## config.mk

```make
export PLATFORM = sky130hd
export DESIGN_NAME = selftest_fault_status_regs
export DESIGN_NICKNAME = d
export VERILOG_FILES = /design/src/hdl/selftest_fault_pkg.sv /design/src/hdl/fault_input_sync.sv /design/src/hdl/selftest_fault_status_regs.sv
export SDC_FILE = /design/constraint.sdc
export NUM_CORES = 1
export LEC_CHECK = 0
export BUFFER_PORTS_ARGS = -buffer_cell sky130_fd_sc_hd__buf_2
export CAP_MARGIN = 20
export CORE_ASPECT_RATIO = 2
export CORE_MARGIN = 1
export CORE_UTILIZATION = 58
export CTS_CLUSTER_SIZE = 12
export DETAILED_ROUTE_END_ITERATION = 12
export GPL_ROUTABILITY_DRIVEN = 0
export HOLD_SLACK_MARGIN = 0.05
export PLACE_DENSITY = 0.92
export SETUP_SLACK_MARGIN = 0.2
export SLEW_MARGIN = 20
export SYNTH_ARGS = -nofsm -noshare
export SYNTH_HDL_FRONTEND = slang
export SYNTH_HIERARCHICAL = 1
export SYNTH_SLANG_ARGS = --single-unit
```

## constraint.sdc

```tcl
create_clock -name I_SYS_CLK -period 2 [get_ports I_SYS_CLK]
set_input_delay 0.4 -clock I_SYS_CLK [delete_from_list [all_inputs] [get_ports I_SYS_CLK]]
set_output_delay 0.4 -clock I_SYS_CLK [all_outputs]
set_load 0.1 [all_outputs]
```

## src/hdl/selftest_fault_pkg.sv

```systemverilog
// constants for the analog self-test fault status registers
// assumes one system clock; fault lines arrive from analog comparators
package selftest_fault_pkg;

  localparam int REG_WIDTH = 8;
  localparam int SYNC_STAGES = 3;

  // over-voltage result register field positions
  localparam int OV_INTERNAL_REG_BIT = 7;
  localparam int OV_EXT_MON_TWO_BIT = 5;
  localparam int OV_EXT_MON_ONE_BIT = 4;
  localparam int OV_STEPUP_BIT = 3;
  localparam int OV_SECOND_STEPDOWN_BIT = 1;
  localparam int OV_FIRST_STEPDOWN_BIT = 0;

  // current-limit / protection register field positions
  localparam int CL_STEPUP_BIT = 7;
  localparam int CL_SECOND_STEPDOWN_BIT = 5;
  localparam int CL_FIRST_STEPDOWN_BIT = 4;
  localparam int OVP_STEPUP_BIT = 3;
  localparam int OVP_SECOND_STEPDOWN_BIT = 1;
  localparam int OVP_FIRST_STEPDOWN_BIT = 0;

  // implemented bits; reserved bits are zero here
  localparam logic [7:0] OV_VALID_MASK = 8'hbb;
  localparam logic [7:0] CL_VALID_MASK = 8'hbb;

  // reset values
  localparam logic [7:0] OV_RESET = 8'h00;
  localparam logic [7:0] CL_RESET = 8'h00;
  localparam logic [7:0] RDATA_RESET = 8'h00;

endpackage : selftest_fault_pkg

```

## src/hdl/fault_input_sync.sv

```systemverilog
// three-stage synchroniser with agreement filter for fault lines
// assumes inputs are asynchronous to i_clk
`timescale 1ns/10ps
module fault_input_sync
  import selftest_fault_pkg::*;
#(
  parameter int WIDTH = 8
) (
  input wire logic i_clk,
  input wire logic i_rst,
  input wire logic [WIDTH-1:0] i_async,
  output logic [WIDTH-1:0] o_level
);

  logic [WIDTH-1:0] stage1;
  logic [WIDTH-1:0] stage2;
  logic [WIDTH-1:0] stage3;

  always_ff @(posedge i_clk or posedge i_rst) begin
    if (i_rst) begin
      stage1 <= '0;
      stage2 <= '0;
      stage3 <= '0;
    end else begin
      stage1 <= i_async;
      stage2 <= stage1;
      stage3 <= stage2;
    end
  end

  // a bit changes only once stages two and three agree
  always_ff @(posedge i_clk or posedge i_rst) begin
    if (i_rst) begin
      o_level <= '0;
    end else begin
      for (int i = 0; i < WIDTH; i++) begin
        if (stage2[i] == stage3[i]) begin
          o_level[i] <= stage3[i];
        end
      end
    end
  end

endmodule : fault_input_sync

```

## src/hdl/selftest_fault_status_regs.sv

```systemverilog
// analog self-test fault status registers with clear-on-read
// assumes read and write command strobes come from spi logic on I_SYS_CLK
// assumes fault levels arrive unsynchronised from analog comparators
//
// Contract
// - a detected comparator fault sets its bit, latched until the register is read
// - a read clears a set bit only if its fault is gone
// - power-on reset returns both registers to initial state; a clearing read returns only the register read
// - only dedicated read commands reach registers; writes never alter them
// - error bits read 0 for no error, 1 for error, 0 after reset
// - over-voltage bits 5 and 4 report external monitors two and one
// - over-voltage bits 3, 1, 0 report step-up, second, first step-down
// - bits 7, 5, 4 report current-limit faults: step-up, second, first
// - bits 3, 1, 0 report protection faults: step-up, second, first
// - over-voltage bit 7 reports internal regulator; bit 6 reserved zero
`timescale 1ns/10ps
module selftest_fault_status_regs
  import selftest_fault_pkg::*;
(
  input wire logic I_SYS_CLK,
  input wire logic I_RST,
  input wire logic I_INTERNAL_REG_OVERVOLT_TEST_FAIL,
  input wire logic I_EXT_MONITOR_TWO_OVERVOLT_TEST_FAIL,
  input wire logic I_EXT_MONITOR_ONE_OVERVOLT_TEST_FAIL,
  input wire logic I_STEPUP_OVERVOLT_TEST_FAIL,
  input wire logic I_SECOND_STEPDOWN_OVERVOLT_TEST_FAIL,
  input wire logic I_FIRST_STEPDOWN_OVERVOLT_TEST_FAIL,
  input wire logic I_STEPUP_CURRLIMIT_TEST_FAIL,
  input wire logic I_SECOND_STEPDOWN_CURRLIMIT_TEST_FAIL,
  input wire logic I_FIRST_STEPDOWN_CURRLIMIT_TEST_FAIL,
  input wire logic I_STEPUP_OVERPROTECT_TEST_FAIL,
  input wire logic I_SECOND_STEPDOWN_OVERPROTECT_TEST_FAIL,
  input wire logic I_FIRST_STEPDOWN_OVERPROTECT_TEST_FAIL,
  input wire logic I_READ_OVERVOLT_RESULT_CMD,
  input wire logic I_READ_CURRLIMIT_RESULT_CMD,
  input wire logic I_WRITE_CMD,
  output logic [7:0] O_RDATA,
  output logic O_RDATA_VALID,
  output logic O_CMD_ERR,
  output logic [7:0] O_OVERVOLT_RESULT,
  output logic [7:0] O_CURRLIMIT_RESULT
);

  ////////////////////////////////////////////////////////////////////////////
  // fault inputs gathered into register layout

  logic [7:0] raw_ov;
  logic [7:0] raw_cl;
  logic [7:0] cond_ov;
  logic [7:0] cond_cl;

  always_comb begin
    raw_ov = 8'h00;
    raw_ov[OV_INTERNAL_REG_BIT] = I_INTERNAL_REG_OVERVOLT_TEST_FAIL;
    raw_ov[OV_EXT_MON_TWO_BIT] = I_EXT_MONITOR_TWO_OVERVOLT_TEST_FAIL;
    raw_ov[OV_EXT_MON_ONE_BIT] = I_EXT_MONITOR_ONE_OVERVOLT_TEST_FAIL;
    raw_ov[OV_STEPUP_BIT] = I_STEPUP_OVERVOLT_TEST_FAIL;
    raw_ov[OV_SECOND_STEPDOWN_BIT] = I_SECOND_STEPDOWN_OVERVOLT_TEST_FAIL;
    raw_ov[OV_FIRST_STEPDOWN_BIT] = I_FIRST_STEPDOWN_OVERVOLT_TEST_FAIL;
  end

  always_comb begin
    raw_cl = 8'h00;
    raw_cl[CL_STEPUP_BIT] = I_STEPUP_CURRLIMIT_TEST_FAIL;
    raw_cl[CL_SECOND_STEPDOWN_BIT] = I_SECOND_STEPDOWN_CURRLIMIT_TEST_FAIL;
    raw_cl[CL_FIRST_STEPDOWN_BIT] = I_FIRST_STEPDOWN_CURRLIMIT_TEST_FAIL;
    raw_cl[OVP_STEPUP_BIT] = I_STEPUP_OVERPROTECT_TEST_FAIL;
    raw_cl[OVP_SECOND_STEPDOWN_BIT] =
      I_SECOND_STEPDOWN_OVERPROTECT_TEST_FAIL;
    raw_cl[OVP_FIRST_STEPDOWN_BIT] =
      I_FIRST_STEPDOWN_OVERPROTECT_TEST_FAIL;
  end

  fault_input_sync #(
    .WIDTH(REG_WIDTH)
  ) u_sync_ov (
    .i_clk(I_SYS_CLK),
    .i_rst(I_RST),
    .i_async(raw_ov),
    .o_level(cond_ov)
  );

  fault_input_sync #(
    .WIDTH(REG_WIDTH)
  ) u_sync_cl (
    .i_clk(I_SYS_CLK),
    .i_rst(I_RST),
    .i_async(raw_cl),
    .o_level(cond_cl)
  );

  ////////////////////////////////////////////////////////////////////////////
  // command decode; over-voltage read wins when both strobes arrive

  logic rd_ov;
  logic rd_cl;
  logic rd_both;
  logic rd_any;

  assign rd_ov = I_READ_OVERVOLT_RESULT_CMD;
  assign rd_cl = I_READ_CURRLIMIT_RESULT_CMD & ~I_READ_OVERVOLT_RESULT_CMD;
  assign rd_both = I_READ_OVERVOLT_RESULT_CMD & I_READ_CURRLIMIT_RESULT_CMD;
  assign rd_any = rd_ov | rd_cl;

  ////////////////////////////////////////////////////////////////////////////
  // latched status bits

  logic [7:0] latch_ov;
  logic [7:0] latch_cl;
  logic [7:0] clr_ov;
  logic [7:0] clr_cl;
  logic [7:0] next_ov;
  logic [7:0] next_cl;

  // bits that a read may drop: held now and no longer flagged
  function automatic logic [7:0] clear_mask(
    input logic [7:0] held,
    input logic [7:0] cond,
    input logic rd
  );
    logic [7:0] gone;
    gone = held & ~cond;
    return rd ? gone : 8'h00;
  endfunction : clear_mask

  // a fault flagged in the read cycle keeps its bit: set wins
  function automatic logic [7:0] next_status(
    input logic [7:0] held,
    input logic [7:0] cond,
    input logic [7:0] clr,
    input logic [7:0] mask
  );
    logic [7:0] kept;
    kept = held & ~clr;
    return (cond | kept) & mask;
  endfunction : next_status

  assign clr_ov = clear_mask(latch_ov, cond_ov, rd_ov);
  assign clr_cl = clear_mask(latch_cl, cond_cl, rd_cl);
  assign next_ov = next_status(latch_ov, cond_ov, clr_ov, OV_VALID_MASK);
  assign next_cl = next_status(latch_cl, cond_cl, clr_cl, CL_VALID_MASK);

  ////////////////////////////////////////////////////////////////////////////
  // status registers; writes have no path into them

  always_ff @(posedge I_SYS_CLK or posedge I_RST) begin
    if (I_RST) begin
      latch_ov <= OV_RESET;
    end else begin
      latch_ov <= next_ov;
    end
  end

  always_ff @(posedge I_SYS_CLK or posedge I_RST) begin
    if (I_RST) begin
      latch_cl <= CL_RESET;
    end else begin
      latch_cl <= next_cl;
    end
  end

  ////////////////////////////////////////////////////////////////////////////
  // read data returns the value held before the clear

  logic [7:0] rd_word;

  always_comb begin
    rd_word = latch_cl;
    if (rd_ov) begin
      rd_word = latch_ov;
    end
  end

  always_ff @(posedge I_SYS_CLK or posedge I_RST) begin
    if (I_RST) begin
      O_RDATA <= RDATA_RESET;
    end else if (rd_any) begin
      O_RDATA <= rd_word;
    end
  end

  ////////////////////////////////////////////////////////////////////////////
  // answer strobe, one cycle after the read is taken

  always_ff @(posedge I_SYS_CLK or posedge I_RST) begin
    if (I_RST) begin
      O_RDATA_VALID <= 1'b0;
    end else begin
      O_RDATA_VALID <= rd_any;
    end
  end

  ////////////////////////////////////////////////////////////////////////////
  // flagged requests: a write, or two reads at once

  always_ff @(posedge I_SYS_CLK or posedge I_RST) begin
    if (I_RST) begin
      O_CMD_ERR <= 1'b0;
    end else begin
      O_CMD_ERR <= I_WRITE_CMD | rd_both;
    end
  end

  ////////////////////////////////////////////////////////////////////////////
  // live view of the latched state

  always_ff @(posedge I_SYS_CLK or posedge I_RST) begin
    if (I_RST) begin
      O_OVERVOLT_RESULT <= OV_RESET;
    end else begin
      O_OVERVOLT_RESULT <= next_ov;
    end
  end

  always_ff @(posedge I_SYS_CLK or posedge I_RST) begin
    if (I_RST) begin
      O_CURRLIMIT_RESULT <= CL_RESET;
    end else begin
      O_CURRLIMIT_RESULT <= next_cl;
    end
  end

endmodule : selftest_fault_status_regs

```

==> results.json <==
{
  "max_stage_delay_ns": 0.45,
  "wirelength_mm": 3.121,
  "grt_pass1_wl_mm": 5.071,
  "cts_buffers": 9,
  "avgSynthCellArea_um2": 17.06,
  "critical_path.top_delay_family": "buffers and inverters",
  "final_nets": 188,
  "grt_max_degree": 25,
  "coreArea_um2": 3568,
  "required_ns": 1.60,
  "first_iter_violations": 22,
  "fp.dieW_um": 45.05,
  "drtAntennaViolNets": 0,
  "hold_viol": 0,
  "critPathKind": "flop to output pin",
  "clkTransAtPathRegs_ns": 0.06,
  "dpl.hpwl_mm": 2.365,
  "detail_route.wl_per_cell_um": 14.00,
  "r2r-end": "u_sync_cl/o_level[3]",
  "antenna_found_initial": 0,
  "clockBufferDepth": 2,
  "end_kind": "output pin",
  "setup_viol_count_final": 0,
  "start_util_pct": 60.24,
  "cp-startpoint": "latch_cl[1]",
  "clk_latency_ns": 0.32,
  "root_buffer": "clkbuf_8",
  "vias_per_cell": 4.848,
  "dieArea_um2": 3968,
  "ys.warnings.count": 6,
  "p_leak_nw": 1.222,
  "numPortBuffers": 36,
  "postCtsSetupRepairBufs": 0,
  "critical_path.n_buffers_inverters": 1,
  "rsz0062_at_grt": "no",
  "cts-htree-levels": 3,
  "finalMaxSlewViolations": 0,
  "gr-total-overflow": 0,
  "period_needed_ns": 1.587,
  "diodes": 0,
  "post-route-period-util_pct": 79.35,
  "status": "finished, final reports clean",
  "slew-limit-headroom_pct": 44.26,
  "synthCells": 126,
  "path_cells": "buf_2",
  "mostFrequentLayoutCell": "dfrtp_1",
  "pin_count": 43,
  "drc_errors": 0,
  "grt_usage_pct": 19.08,
  "totalPowerFinal_mw": 3.160,
  "fmax_mhz": 630.1,
  "worst-r2r-setup-slack_ns": 1.17,
  "hold_class": "primary input to asynchronous set/reset pin",
  "syn_area_um2": 2150,
  "cp.arrival_ns": 1.19,
  "peakVddDrop_v": 0.0009705,
  "reg2regPathDepth": 1,
  "cap_viol_max_count": 0,
  "drive_gt1_share_pct": 36.78,
  "routed-via-count": 1081,
  "power.density_nw_per_um2": 1242,
  "tightestPinTransition_ns": 0.8352,
  "timing.rr.start": "u_sync_cl/o_level[3]",
  "cts_tree": "built",
  "layout_common_cells": "dfrtp_1, buf_2, a21o_1",
  "slowest_stage": "buf_2",
  "final_util_pct": 71.28,
  "fin_worst_skew_ns": 0.008279,
  "die_y_um": 88.10,
  "fin_tns_setup_ns": 0,
  "holdBufCountCts": 0,
  "cp-start-kind": "flop",
  "fp-row-count": 31,
  "area_growth_pct": 18.34,
  "post_cts_resized": 0,
  "cts_sinks": 68,
  "drt_pass1_iterations": 4,
  "crit_path_max_fanout": 3,
  "grt_pass1_vias": 1145
}
## power breakdown
part | internal (mW) | switching [mW]
Sequential | 1.48 | 0.0666
Clock | 0.628 | 0.422
Combinational | 0.0967 | 0.465
## metal layers
metal | track usage (%) | part of all wire (%) | vias to the layer above
li1 | - | - | 491
met1 | 19.23 | 38 | 549
met2 | 32.54 | 56 | 33
met3 | 5.155 | 3.2 | 8
met4 | 12.95 | 2.8 | 0
met5 | 0 | 0 | -
## sequential cells by signal, indices dropped and copies added (netlist names)
signal,cells
O_RDATA_VALID,1
O_RDATA,6
u_sync_cl/o_level,6
u_sync_cl/stage2,6
u_sync_ov/stage2,6
O_OVERVOLT_RESULT,6
u_sync_ov/o_level,6
O_CMD_ERR,1
u_sync_cl/stage3,6
u_sync_ov/stage3,6
u_sync_ov/stage1,6
latch_cl,6
u_sync_cl/stage1,6
## through the flow
stage	instance area (µm²)	setup WS (ns)	hold slack (ns)	cells
after floorplan	2168	0.6878	0.3312	131
after global placement	2354	0.7719	0.3316	209
after detailed placement	2354	0.7544	0.3347	209
after CTS	2544	0.3941	0.1299	223
after global routing	2544	0.3658	0.1613	223
final	2544	0.4130	0.1432	223
## cell type report
type / instances / area (µm²)
sequential: 68 / 1702
fill: 265 / 1025
multi-input combinational: 51 / 387.9
timing repair buffer: 37 / 187.7
clock buffer: 12 / 155.1
tap: 49 / 61.31
clock inverter: 2 / 35.03
inverter: 4 / 15.01
## worst max-delay path by stage
stage / end / cells after the start
floorplan: O_OVERVOLT_RESULT[1] / 0
global placement: O_CURRLIMIT_RESULT[7] / 1
detailed placement: O_CURRLIMIT_RESULT[1] / 1
CTS: O_CURRLIMIT_RESULT[1] / 1
global route: O_CURRLIMIT_RESULT[1] / 1
finish: O_CURRLIMIT_RESULT[1] / 1
## tightest hold or removal path, delay by kind of cell
kind / cells / cell delay (ns)
buffers and inverters: 3 / 0.45
Power figures use the tool's default switching activity.
